File: src/cbci_pkg.sv
// cbci_pkg: constants and types shared by the bus-cycle interface
package cbci_pkg;
	// =====================================================
	// machine cycle phases (eight clocks per cycle)
	localparam int unsigned CYCLE_CLOCKS = 8;
	localparam logic [2:0] PH_FLAG   = 3'h0;
	localparam logic [2:0] PH_TPA    = 3'h1;
	localparam logic [2:0] PH_LOW    = 3'h3;
	localparam logic [2:0] PH_Q      = 3'h3;
	localparam logic [2:0] PH_WR_ON  = 3'h4;
	localparam logic [2:0] PH_WR_OFF = 3'h6;
	localparam logic [2:0] PH_TPB    = 3'h6;
	localparam logic [2:0] PH_LAST   = 3'h7;
	// =====================================================
	// state codes and opcodes
	localparam logic [1:0] SC_FETCH = 2'h0;
	localparam logic [1:0] SC_EXEC  = 2'h1;
	localparam logic [1:0] SC_DMA   = 2'h2;
	localparam logic [1:0] SC_INT   = 2'h3;
	localparam logic [7:0] OP_IDLE  = 8'h00;
	localparam logic [7:0] OP_RET   = 8'h70;
	localparam logic [7:0] OP_DIS   = 8'h71;
	localparam logic [7:0] OP_LDXA  = 8'h72;
	localparam logic [7:0] OP_STXD  = 8'h73;
	localparam logic [7:0] OP_SAV   = 8'h78;
	localparam logic [7:0] OP_REQ   = 8'h7A;
	localparam logic [7:0] OP_SEQ   = 8'h7B;
	localparam logic [3:0] NIB_LDN  = 4'h0;
	localparam logic [3:0] NIB_LDA  = 4'h4;
	localparam logic [3:0] NIB_STR  = 4'h5;
	localparam logic [3:0] NIB_IO   = 4'h6;
	localparam logic [3:0] NIB_MISC = 4'h7;
	localparam logic [3:0] NIB_LONG = 4'hC;
	localparam logic [3:0] NIB_SEP  = 4'hD;
	localparam logic [3:0] NIB_SEX  = 4'hE;
	localparam logic [3:0] INT_X    = 4'h2;
	localparam logic [3:0] INT_P    = 4'h1;
	localparam logic [3:0] DMA_REG  = 4'h0;
	localparam logic [1:0] STEP_INC = 2'h2;
	localparam logic [1:0] STEP_DEC = 2'h3;
	// =====================================================
	// register map
	localparam logic [7:0] ADDR_CTRL = 8'h00;
	localparam logic [7:0] ADDR_STAT = 8'h04;
	localparam logic [7:0] ADDR_LOAD = 8'h08;
	localparam logic [7:0] ADDR_R0   = 8'h0C;
	localparam logic [1:0] RESP_OK   = 2'h0;
	localparam logic [1:0] RESP_ERR  = 2'h2;
	localparam int unsigned CTRL_IE_BIT = 0;
	localparam int unsigned CTRL_ACC_LSB = 8;
	localparam int unsigned STAT_Q_BIT = 2;
	localparam int unsigned STAT_IE_BIT = 3;
	localparam int unsigned STAT_FLAG_LSB = 4;
	localparam int unsigned STAT_P_LSB = 8;
	localparam int unsigned STAT_X_LSB = 12;
	localparam int unsigned STAT_T_LSB = 16;
	localparam int unsigned LOAD_OP_LSB = 8;
	// =====================================================
	// types
	typedef enum logic [1:0] {MODE_LOAD, MODE_RESET, MODE_PAUSE, MODE_RUN} cbci_mode_t;
	typedef enum logic [1:0] {ST_FETCH, ST_EXEC, ST_DMA, ST_INT} cbci_state_t;
endpackage

File: src/cbci_bus_cycle.sv
// cbci_bus_cycle: machine-cycle sequencer, multiplexed memory bus and AXI4-Lite status port
//
// The AXI4-Lite interface to the registers and the register addresses were left to the implementer.
module cbci_bus_cycle
	import cbci_pkg::*;
(
	// clock and reset
	input  wire logic       aclk,
	input  wire logic       aresetn,
	// register bus
	input  wire logic [7:0]  awaddr,
	input  wire logic        awvalid,
	output logic             awready,
	input  wire logic [31:0] wdata,
	input  wire logic [3:0]  wstrb,
	input  wire logic        wvalid,
	output logic             wready,
	output logic [1:0]       bresp,
	output logic             bvalid,
	input  wire logic        bready,
	input  wire logic [7:0]  araddr,
	input  wire logic        arvalid,
	output logic             arready,
	output logic [31:0]      rdata,
	output logic [1:0]       rresp,
	output logic             rvalid,
	input  wire logic        rready,
	// mode and request pins
	input  wire logic        clear_n,
	input  wire logic        wait_n,
	input  wire logic        interrupt_n,
	input  wire logic        dma_input_request_n,
	input  wire logic        dma_output_request_n,
	input  wire logic [3:0]  external_status_flags_n,
	// memory and I/O bus
	output logic             first_timing_pulse,
	output logic             second_timing_pulse,
	output logic [7:0]       multiplexed_address_lines,
	output logic             memory_read_level_n,
	output logic             memory_write_strobe_n,
	output logic [1:0]       state_code_lines,
	output logic [2:0]       io_command_lines,
	output logic             output_flag_bit,
	input  wire logic [7:0]  data_in,
	output logic [7:0]       data_out,
	output logic             data_oe
);
	// =====================================================
	// pin synchronisers
	localparam int unsigned SYNC_W = 9;
	// clear reads low until the pins are seen, so the core waits in reset mode after release
	localparam logic [SYNC_W-1:0] SYNC_RST = {1'b0, {(SYNC_W-1){1'b1}}};
	logic [SYNC_W-1:0] s1_reg, s2_reg, s3_reg, filt_reg;
	logic              clr_s, wt_s, int_n_s, di_n_s, do_n_s;
	logic [3:0]        ef_n_s;
	logic [7:0]        din_s;
	assign {clr_s, wt_s, int_n_s, di_n_s, do_n_s, ef_n_s} = filt_reg;
	// data bus answers our own strobes on this clock; a synchroniser would land the byte after the sampling edge
	assign din_s = data_in;

	// a bit moves only once stages two and three agree
	always_ff @(posedge aclk)
	begin
		if (!aresetn)
		begin
			s1_reg   <= SYNC_RST;
			s2_reg   <= SYNC_RST;
			s3_reg   <= SYNC_RST;
			filt_reg <= SYNC_RST;
		end
		else
		begin
			s1_reg   <= {clear_n, wait_n, interrupt_n, dma_input_request_n, dma_output_request_n,
				external_status_flags_n};
			s2_reg   <= s1_reg;
			s3_reg   <= s2_reg;
			filt_reg <= (s3_reg & ~(s2_reg ^ s3_reg)) | (filt_reg & (s2_reg ^ s3_reg));
		end
	end

	// =====================================================
	// decode helpers
	function automatic logic [1:0] sc_of(cbci_state_t st);
		case (st)
			ST_FETCH: sc_of = SC_FETCH;
			ST_EXEC:  sc_of = SC_EXEC;
			ST_DMA:   sc_of = SC_DMA;
			default:  sc_of = SC_INT;
		endcase
	endfunction

	function automatic logic [3:0] addr_sel(cbci_state_t st, logic [7:0] op, logic [3:0] p, logic [3:0] x);
		addr_sel = p;
		if (st == ST_DMA)
			addr_sel = DMA_REG;
		else if (st == ST_EXEC)
		begin
			if (op[7:4] == NIB_LDN || op[7:4] == NIB_LDA || op[7:4] == NIB_STR)
				addr_sel = op[3:0];
			else if (op[7:4] == NIB_IO || op[7:4] == NIB_MISC)
				addr_sel = x;
		end
	endfunction

	// {enable, decrement, register index} applied at cycle end
	function automatic logic [5:0] step_of(cbci_state_t st, logic [7:0] op, logic [3:0] p, logic [3:0] x);
		step_of = '0;
		case (st)
			ST_FETCH: step_of = {STEP_INC, p};
			ST_DMA:   step_of = {STEP_INC, DMA_REG};
			ST_EXEC:
			begin
				if (op[7:4] == NIB_LDA)
					step_of = {STEP_INC, op[3:0]};
				else if (op[7:4] == NIB_LONG)
					step_of = {STEP_INC, p};
				else if (op == OP_STXD)
					step_of = {STEP_DEC, x};
				else if ((op[7:4] == NIB_IO && !op[3]) || op == OP_RET || op == OP_DIS || op == OP_LDXA)
					step_of = {STEP_INC, x};
			end
			default: step_of = '0;
		endcase
	endfunction

	// =====================================================
	// sequencer
	cbci_mode_t  mode;
	cbci_state_t st_reg, st_next, pick;
	logic [2:0]  phase_reg;
	logic [7:0]  op_reg;
	logic        exec2_reg, dma_in_reg, pend_int, pend_di, pend_do;
	logic        advance, cyc_end, long_first, io_op, wr_cyc, rd_cyc, cpu_drv;
	logic [3:0]  p_reg, x_reg;
	logic        ie_reg;

	assign mode       = cbci_mode_t'({clr_s, wt_s});
	assign advance    = (mode == MODE_RUN) || (mode == MODE_LOAD);
	assign cyc_end    = advance && phase_reg == PH_LAST;
	assign long_first = st_reg == ST_EXEC && op_reg[7:4] == NIB_LONG && !exec2_reg;
	assign io_op      = op_reg[7:4] == NIB_IO && op_reg[2:0] != 3'h0;
	assign cpu_drv    = st_reg == ST_EXEC && (op_reg[7:4] == NIB_STR || op_reg == OP_STXD || op_reg == OP_SAV);
	assign wr_cyc     = (st_reg == ST_DMA && dma_in_reg) || cpu_drv || (st_reg == ST_EXEC && io_op && op_reg[3]);
	assign rd_cyc     = !wr_cyc && st_reg != ST_INT;

	always_comb
	begin
		pick = ST_FETCH;
		if (pend_di || pend_do)
			pick = ST_DMA;
		else if (pend_int && ie_reg)
			pick = ST_INT;
		else if (mode == MODE_LOAD || (st_reg == ST_EXEC && op_reg == OP_IDLE))
			pick = ST_EXEC;
		case (st_reg)
			ST_FETCH: st_next = (mode == MODE_LOAD) ? pick : ST_EXEC;
			ST_EXEC:  st_next = long_first ? ST_EXEC : pick;
			ST_DMA:   st_next = pick;
			ST_INT:   st_next = ST_FETCH;
			default:  st_next = ST_FETCH;
		endcase
	end

	always_ff @(posedge aclk)
	begin
		if (!aresetn || mode == MODE_RESET)
		begin
			phase_reg  <= 3'h0;
			st_reg     <= ST_FETCH;
			op_reg     <= OP_IDLE;
			exec2_reg  <= 1'b0;
			dma_in_reg <= 1'b0;
			pend_int   <= 1'b0;
			pend_di    <= 1'b0;
			pend_do    <= 1'b0;
		end
		else if (advance)
		begin
			phase_reg <= 3'(phase_reg + 3'h1);
			if (phase_reg == PH_TPB)
			begin
				pend_int <= !int_n_s;
				pend_di  <= !di_n_s;
				pend_do  <= !do_n_s;
			end
			if (mode == MODE_LOAD)
				op_reg <= OP_IDLE;
			else if (phase_reg == PH_TPB && st_reg == ST_FETCH)
				op_reg <= din_s;
			if (cyc_end)
			begin
				st_reg    <= st_next;
				exec2_reg <= long_first;
				if (st_next == ST_DMA)
					dma_in_reg <= pend_di;
			end
		end
	end

	// =====================================================
	// register array and processor state
	logic [15:0] r_reg [16];
	logic [15:0] cur_addr, r0;
	logic [7:0]  addr_hi, t_reg, ld_reg, acc_reg;
	logic [5:0]  step;
	logic [3:0]  flags_reg;
	logic        op_n3;
	logic        ctrl_wr;
	logic [31:0] wdata_q;
	assign cur_addr = r_reg[addr_sel(st_reg, op_reg, p_reg, x_reg)];
	assign addr_hi  = cur_addr[15:8];
	assign r0       = r_reg[DMA_REG];
	assign step     = step_of(st_reg, op_reg, p_reg, x_reg);
	assign op_n3    = op_reg[3];

	always_ff @(posedge aclk)
	begin
		if (!aresetn)
		begin
			for (int i = 0; i < 16; i++)
				r_reg[i] <= '0;
		end
		else if (mode == MODE_RESET)
			r_reg[DMA_REG] <= '0;
		else if (cyc_end && step[5])
			r_reg[step[3:0]] <= step[4] ? r_reg[step[3:0]] - 16'h0001 : r_reg[step[3:0]] + 16'h0001;
	end

	always_ff @(posedge aclk)
	begin
		if (!aresetn || mode == MODE_RESET)
		begin
			p_reg           <= 4'h0;
			x_reg           <= 4'h0;
			t_reg           <= 8'h00;
			ie_reg          <= 1'b1;
			output_flag_bit <= 1'b0;
			flags_reg       <= 4'h0;
			ld_reg          <= 8'h00;
		end
		else
		begin
			if (ctrl_wr)
				ie_reg <= wdata_q[CTRL_IE_BIT];
			if (advance && st_reg == ST_EXEC && phase_reg == PH_FLAG)
				flags_reg <= ~ef_n_s;
			if (advance && st_reg == ST_EXEC && phase_reg == PH_Q)
			begin
				if (op_reg == OP_SEQ)
					output_flag_bit <= 1'b1;
				else if (op_reg == OP_REQ)
					output_flag_bit <= 1'b0;
			end
			if (advance && phase_reg == PH_TPB && st_reg == ST_EXEC && rd_cyc)
				ld_reg <= din_s;
			if (cyc_end && st_reg == ST_INT)
			begin
				t_reg  <= {x_reg, p_reg};
				x_reg  <= INT_X;
				p_reg  <= INT_P;
				ie_reg <= 1'b0;
			end
			else if (cyc_end && st_reg == ST_EXEC)
			begin
				if (op_reg[7:4] == NIB_SEP)
					p_reg <= op_reg[3:0];
				else if (op_reg[7:4] == NIB_SEX)
					x_reg <= op_reg[3:0];
				else if (op_reg == OP_RET || op_reg == OP_DIS)
				begin
					{x_reg, p_reg} <= din_s;
					ie_reg         <= !op_reg[0];
				end
			end
		end
	end

	// =====================================================
	// bus pins
	always_ff @(posedge aclk)
	begin
		if (!aresetn)
		begin
			first_timing_pulse        <= 1'b0;
			second_timing_pulse       <= 1'b0;
			multiplexed_address_lines <= 8'h00;
			memory_read_level_n       <= 1'b1;
			memory_write_strobe_n     <= 1'b1;
			state_code_lines          <= SC_FETCH;
			io_command_lines          <= 3'h0;
			data_oe                   <= 1'b0;
			data_out                  <= 8'h00;
		end
		else
		begin
			first_timing_pulse  <= phase_reg == PH_TPA && !(mode == MODE_LOAD && st_reg == ST_EXEC);
			second_timing_pulse <= phase_reg == PH_TPB;
			// high byte stays through the falling first pulse so memory can latch it
			multiplexed_address_lines <= (phase_reg < PH_LOW) ? addr_hi : cur_addr[7:0];
			memory_read_level_n   <= !rd_cyc;
			memory_write_strobe_n <= !(wr_cyc && phase_reg >= PH_WR_ON && phase_reg < PH_WR_OFF);
			state_code_lines      <= sc_of(st_reg);
			io_command_lines      <= (st_reg == ST_EXEC && io_op) ? op_reg[2:0] : 3'h0;
			data_oe               <= cpu_drv;
			data_out              <= (op_reg == OP_SAV) ? t_reg : acc_reg;
		end
	end

	// =====================================================
	// AXI4-Lite slave
	logic [7:0] aw_q;
	logic       aw_got, w_got, wr_fire;
	logic [3:0] wstrb_q;
	assign wr_fire = aw_got && w_got && !bvalid;
	assign ctrl_wr = wr_fire && aw_q == ADDR_CTRL && wstrb_q[0];

	always_ff @(posedge aclk)
	begin
		if (!aresetn)
		begin
			awready <= 1'b1;
			wready  <= 1'b1;
			aw_got  <= 1'b0;
			w_got   <= 1'b0;
			aw_q    <= 8'h00;
			wdata_q <= 32'h0;
			wstrb_q <= 4'h0;
			bvalid  <= 1'b0;
			bresp   <= RESP_OK;
			acc_reg <= 8'h00;
		end
		else
		begin
			if (awvalid && awready)
			begin
				aw_q    <= awaddr;
				aw_got  <= 1'b1;
				awready <= 1'b0;
			end
			if (wvalid && wready)
			begin
				wdata_q <= wdata;
				wstrb_q <= wstrb;
				w_got   <= 1'b1;
				wready  <= 1'b0;
			end
			if (wr_fire)
			begin
				aw_got <= 1'b0;
				w_got  <= 1'b0;
				bvalid <= 1'b1;
				bresp  <= (aw_q == ADDR_CTRL || aw_q == ADDR_STAT || aw_q == ADDR_LOAD || aw_q == ADDR_R0)
					? RESP_OK : RESP_ERR;
				if (aw_q == ADDR_CTRL && wstrb_q[1])
					acc_reg <= wdata_q[CTRL_ACC_LSB +: 8];
			end
			if (bvalid && bready)
			begin
				bvalid  <= 1'b0;
				awready <= 1'b1;
				wready  <= 1'b1;
			end
		end
	end

	// read data is built from the live state at the edge the address is taken
	always_ff @(posedge aclk)
	begin
		if (!aresetn)
		begin
			arready <= 1'b1;
			rvalid  <= 1'b0;
			rdata   <= 32'h0;
			rresp   <= RESP_OK;
		end
		else if (arvalid && arready)
		begin
			arready <= 1'b0;
			rvalid  <= 1'b1;
			rresp   <= RESP_OK;
			rdata   <= 32'h0;
			case (araddr)
				ADDR_CTRL:
				begin
					rdata[CTRL_IE_BIT]       <= ie_reg;
					rdata[CTRL_ACC_LSB +: 8] <= acc_reg;
				end
				ADDR_STAT:
				begin
					rdata[1:0]                <= sc_of(st_reg);
					rdata[STAT_Q_BIT]         <= output_flag_bit;
					rdata[STAT_IE_BIT]        <= ie_reg;
					rdata[STAT_FLAG_LSB +: 4] <= flags_reg;
					rdata[STAT_P_LSB +: 4]    <= p_reg;
					rdata[STAT_X_LSB +: 4]    <= x_reg;
					rdata[STAT_T_LSB +: 8]    <= t_reg;
				end
				ADDR_LOAD:
				begin
					rdata[7:0]              <= ld_reg;
					rdata[LOAD_OP_LSB +: 8] <= op_reg;
				end
				ADDR_R0: rdata[15:0] <= r0;
				default: rresp <= RESP_ERR;
			endcase
		end
		else if (rvalid && rready)
		begin
			rvalid  <= 1'b0;
			arready <= 1'b1;
		end
	end
endmodule

File: config.mk
export PLATFORM = sky130hd
export DESIGN_NAME = cbci_bus_cycle
export DESIGN_NICKNAME = d
export VERILOG_FILES = /design/src/cbci_pkg.sv /design/src/cbci_bus_cycle.sv
export SDC_FILE = /design/constraint.sdc
export NUM_CORES = 1
export LEC_CHECK = 0
export ABC_AREA = 1
export BUFFER_PORTS_ARGS = -buffer_cell sky130_fd_sc_hd__clkbuf_2
export CAP_MARGIN = 20
export CORE_MARGIN = 10
export CORE_UTILIZATION = 55
export CTS_CLUSTER_DIAMETER = 40
export DETAILED_ROUTE_END_ITERATION = 12
export PLACE_DENSITY = 0.74
export SLEW_MARGIN = 20
export SYNTH_ARGS = -nofsm -noshare
export SYNTH_HDL_FRONTEND = slang
export SYNTH_SLANG_ARGS = --single-unit
File: constraint.sdc
create_clock -name aclk -period 8.5 [get_ports aclk]
set_input_delay 1.7 -clock aclk [delete_from_list [all_inputs] [get_ports aclk]]
set_output_delay 1.7 -clock aclk [all_outputs]
set_load 0.05 [all_outputs]
==> results.env <==
DIEHEIGHT_UM=213
AVERAGE_FOOTPRINT_OF_A_SYNTHESIZED_CELL_UM2=8.70
CRITICAL-PATH-SLOWEST-CELL='sky130_fd_sc_hd__xor2_2'
CTS_MADE_BUFFERS=56
CRITICAL_HOLD_PATH_STARTPOINT='s1_reg[0]'
CP_SLOWEST_STAGE_DELAY_NS=0.65
GRT_START_MAX_NET_PINS=82
CTS.ROOT.BUFFER_CELL='sky130_fd_sc_hd__clkbuf_16'
FILLCELLCOUNT=3086
TRITONCTS_CLOCK_TREE='done'
VIAS_IN_THE_FIRST_GLOBAL_ROUTE=17500
ROUTE.DETAILED.VIAS_PER_INST=6.34
MOST_FREQUENT_CELLS_IN_THE_LAYOUT='486 x sky130_fd_sc_hd__nor2_1, 285 x sky130_fd_sc_hd__o21ai_0, 256 x sky130_fd_sc_hd__edfxtp_1'
TOTAL_NEGATIVE_SETUP_SLACK_NS=0
SYNTHDISTINCTLIBCELLS=53
GLOBAL_ROUTE_WIRE_LENGTH_BEFORE_REPAIR_UM=102000
NUMBER_OF_ROWS_CREATED_AT_FLOORPLAN=70
LARGEST_REGISTER_FF_COUNT=256
TIMING.CRITICAL_PATH.FANOUT_MAX=29
DIE_W_UM=213
DETAIL_ROUTE.DRC_VIOLATIONS=0
SYNTHESIS.INSTANCES=2366
DELAY_HEAVIEST_FAMILY_CP='compound AO/OA/AOI/OAI gates'
CTS_SETUP_BUFFERS=0
WORST-SLEW-PIN-TRANSITION_NS=1.11
TOTAL_NUMBER_OF_NETS_IN_THE_FINAL_DESIGN=2517
DRT_PASS1_ITERATIONS=8
RRSETUPSLACK_NS=2.20
REPORT.FINAL.HOLD_VIOL_COUNT=0
INITIAL_UTILIZATION_PCT=56.0
BOUNDARYPINS=144
COMB_POWER_SHARE_PCT=3.6
ROUTE.FINAL.WIRE_LENGTH_UM=68500
CLOCKPOWERSHARE_PCT=48.6
FINALWEIGHTEDCONGESTION=1.00
POWER.SHARE.SEQUENTIAL_PCT=47.8
RR_STARTPOINT='st_reg[0]'
GRT_ANTENNA_BEFORE_REPAIR=0
CLOCK_PATH_BUFFERS=3
MET2_TRACK_UTILIZATION_FROM_GLOBAL_ROUTING_PCT=45.6
WORSTPATHBUFFERINVERTERCOUNT=4
POST_CTS_RESIZE_COUNT=0
UNREPAIRED_SETUP_ENDPOINTS_AFTER_GLOBAL_ROUTING='no'
GLOBALROUTEMET3UTIL_PCT=8.42
ANT_NETS=0
SWSHARE_PCT=22.8
N_ANTENNA_CELL=0
CRITPATHKIND='flop to flop'
CLOCK_PIN_SLEW_WORST_SETUP_AND_HOLD_PATHS_NS=0.06
R2R_END='r_reg[10][10]'
SYNTH.FF_LATCH_COUNT=426
LAYOUTNONFILLERINSTCOUNT=2934
SLEW-LIMIT-HEADROOM_PCT=25.8
MOST_COMMON_CELL_AFTER_LAYOUT_FILL_AND_TAPS_ASIDE='sky130_fd_sc_hd__nor2_1'
WORSTPATHARRIVAL_NS=6.64
SETUP.WORST_PATH.END_CLASS='flop'
CLOCK_SINK_COUNT=426
UPPER_CLOCK_FREQUENCY_LIMIT_MHz=159
DR_TOTAL_VIAS=18600
GLOBAL_ROUTE.USAGE.TOTAL_PCT=29.4
YOSYSWARNINGS=0
RUN_STATUS='complete, no violations'
REG2REG_DEPTH=25
SYNTHESIS_TO_FINISH_AREA_GROWTH_PCT=12.9
SETUP_VIOL_COUNT_FINAL=0
FINALWORSTPATHREQUIREDPERIOD_NS=6.30
PATH_CATEGORY_OF_THE_WORST_MIN_DELAY_CHECK='flop to flop'
PORT_BUFFERS=108
CTSHTREEMAXLEVEL=2
PATH_COMMON_CELL='sky130_fd_sc_hd__nor2_1'
POWER.LEAKAGE_nW=8.43
YS_SEQ_AREA_SHARE_PCT=53.9
PINT_mW=3.72
SLEW_VIOL_FINAL=0
DP.FINAL_HPWL_UM=43500
GRT_BUSIEST_LAYER='met2'
REQUIRED_TIME_AT_THE_WORST_SLACK_ENDPOINT_NS=8.84
PLACED_CELLS_INCL_TAPS=2828
MAX-CAP-VIOLATIONS=0
GLOBAL_ROUTE.OVERFLOW_TOTAL=0
SYNTHESIS.AREA_UM2=20600
POWERDENSITY_nW_PER_UM2=207
CRIT_PATH_START_KIND='flop'
CORE_AREA_UM2=36800
HOLD-PATH-CELL-COUNT=1
WL_PER_CELL_UM=23.3
REGAREA_UM2=11100
INSERTION_DELAY_NS=0.62
FINAL_LAYOUT_SIZE_SUFFIX_GT1_SHARE_PCT=13.6
FINCLKSKEW_NS=0.0168
P_SW_mW=1.10
VDD_IR_DROP_MAX_mV=0.163
DRT_ITER0_DRC=2756
MULTIINPUTGATEAREA_UM2=8260
POSTCTSHOLDBUFS=0
GLOBAL_ROUTE.USAGE.MET1_PCT=36.1
FINALCRITPERIODSHARE_PCT=74.2
MIN_TO='s2_reg[0]'
DIE-AREA_UM2=45600
[how the worst max path moves through the flow]
| stage | start | end | slack [ns] | cells past startpoint |
|---|---|---|---|---|
| 2_1_floorplan | op_reg[6] | r_reg[4][12] | 3.77 | 32 |
| 3_3_place_gp | st_reg[0] | r_reg[11][10] | 2.19 | 25 |
| 6_report | st_reg[0] | r_reg[10][10] | 2.20 | 25 |
| 3_5_place_dp | aresetn | r_reg[15][12] | 2.42 | 10 |
| 4_1_cts | st_reg[0] | r_reg[4][10] | 2.40 | 25 |
| 5_1_grt | st_reg[0] | r_reg[6][10] | 1.78 | 25 |
[metrics by stage]
step	total power, mW	hold WS [ns]	cell area (um2)	util, %	worst slack [ns]
2_1_floorplan	2.45	0.390	20600	-	3.77
3_3_place_gp	2.51	0.395	21300	58.0	2.19
3_5_place_dp	2.52	0.398	21400	58.1	2.42
4_1_cts	4.83	0.408	23200	63.1	2.40
5_1_grt	4.95	0.416	23200	63.2	1.78
6_report	4.82	0.407	23200	63.2	2.20
[area by class of cell]
class	instances	area share, %
clock buffers	76	6.81
clock inverters	29	1.25
inverters	159	2.58
multi-input cells	1632	35.6
flip-flops and latches	426	47.7
well taps	468	2.52
repair buffers	144	3.54
[Yosys cell counts (all sizes together)]
master	number	area, um2
nand2	275	1090
o31ai	2	15.0
buf	47	280
xnor2	4	68.8
nor2	513	2010
a221oi	13	114
o211ai	47	353
o311ai	2	17.5
edfxtp	256	7690
dfxtp	170	3400
fa	1	20.0
or4	1	7.51
a41oi	1	8.76
o22a	1	8.76
and2	1	6.26
xor2	9	124
o21bai	1	7.51
a22oi	15	113
or2	25	156
a221o	1	10.0
a21oi	164	821
clkbuf	111	417
nand4	7	43.8
a21boi	2	15.0
nor3	13	65.1
ha	21	263
nor4	7	43.8
nand3	54	275
o21ai	295	1490
clkinv	7	26.3
inv	152	573
conb	1	3.75
a31oi	1	6.26
o221ai	41	359
o21a	2	15.0
a211oi	15	113
o22ai	88	551
[cell families after synthesis]
| logic type | share of synthesized area, % |
|---|---|
| flip-flops | 53.9 |
| adder cells (fa/ha/maj) | 1.37 |
| AO/OA/AOI/OAI | 19.5 |
| other | 0.0182 |
| XOR/XNOR | 0.936 |
| buffers and inverters | 6.30 |
| AND/OR/NAND/NOR | 18.0 |
[power groups by stage]
stage          clock, mW  sequential, mW  combinational [mW]
3_3_place_gp           0            2.34               0.167
3_5_place_dp           0            2.34               0.171
4_1_cts             2.36            2.30               0.172
2_1_floorplan          0            2.35               0.101
6_report            2.34            2.30               0.174
5_1_grt             2.45            2.31               0.188
[per-layer routing]
| metal | part of all wire, % | vias up | wire length (um) |
|---|---|---|---|
| met5 | 0 | - | 0 |
| met4 | 6.4 | 0 | 4370 |
| met3 | 14 | 286 | 9330 |
| met2 | 44 | 1391 | 30300 |
| met1 | 36 | 8599 | 24500 |
| li1 | - | 8332 | - |
(Power assumes the default switching activity.)
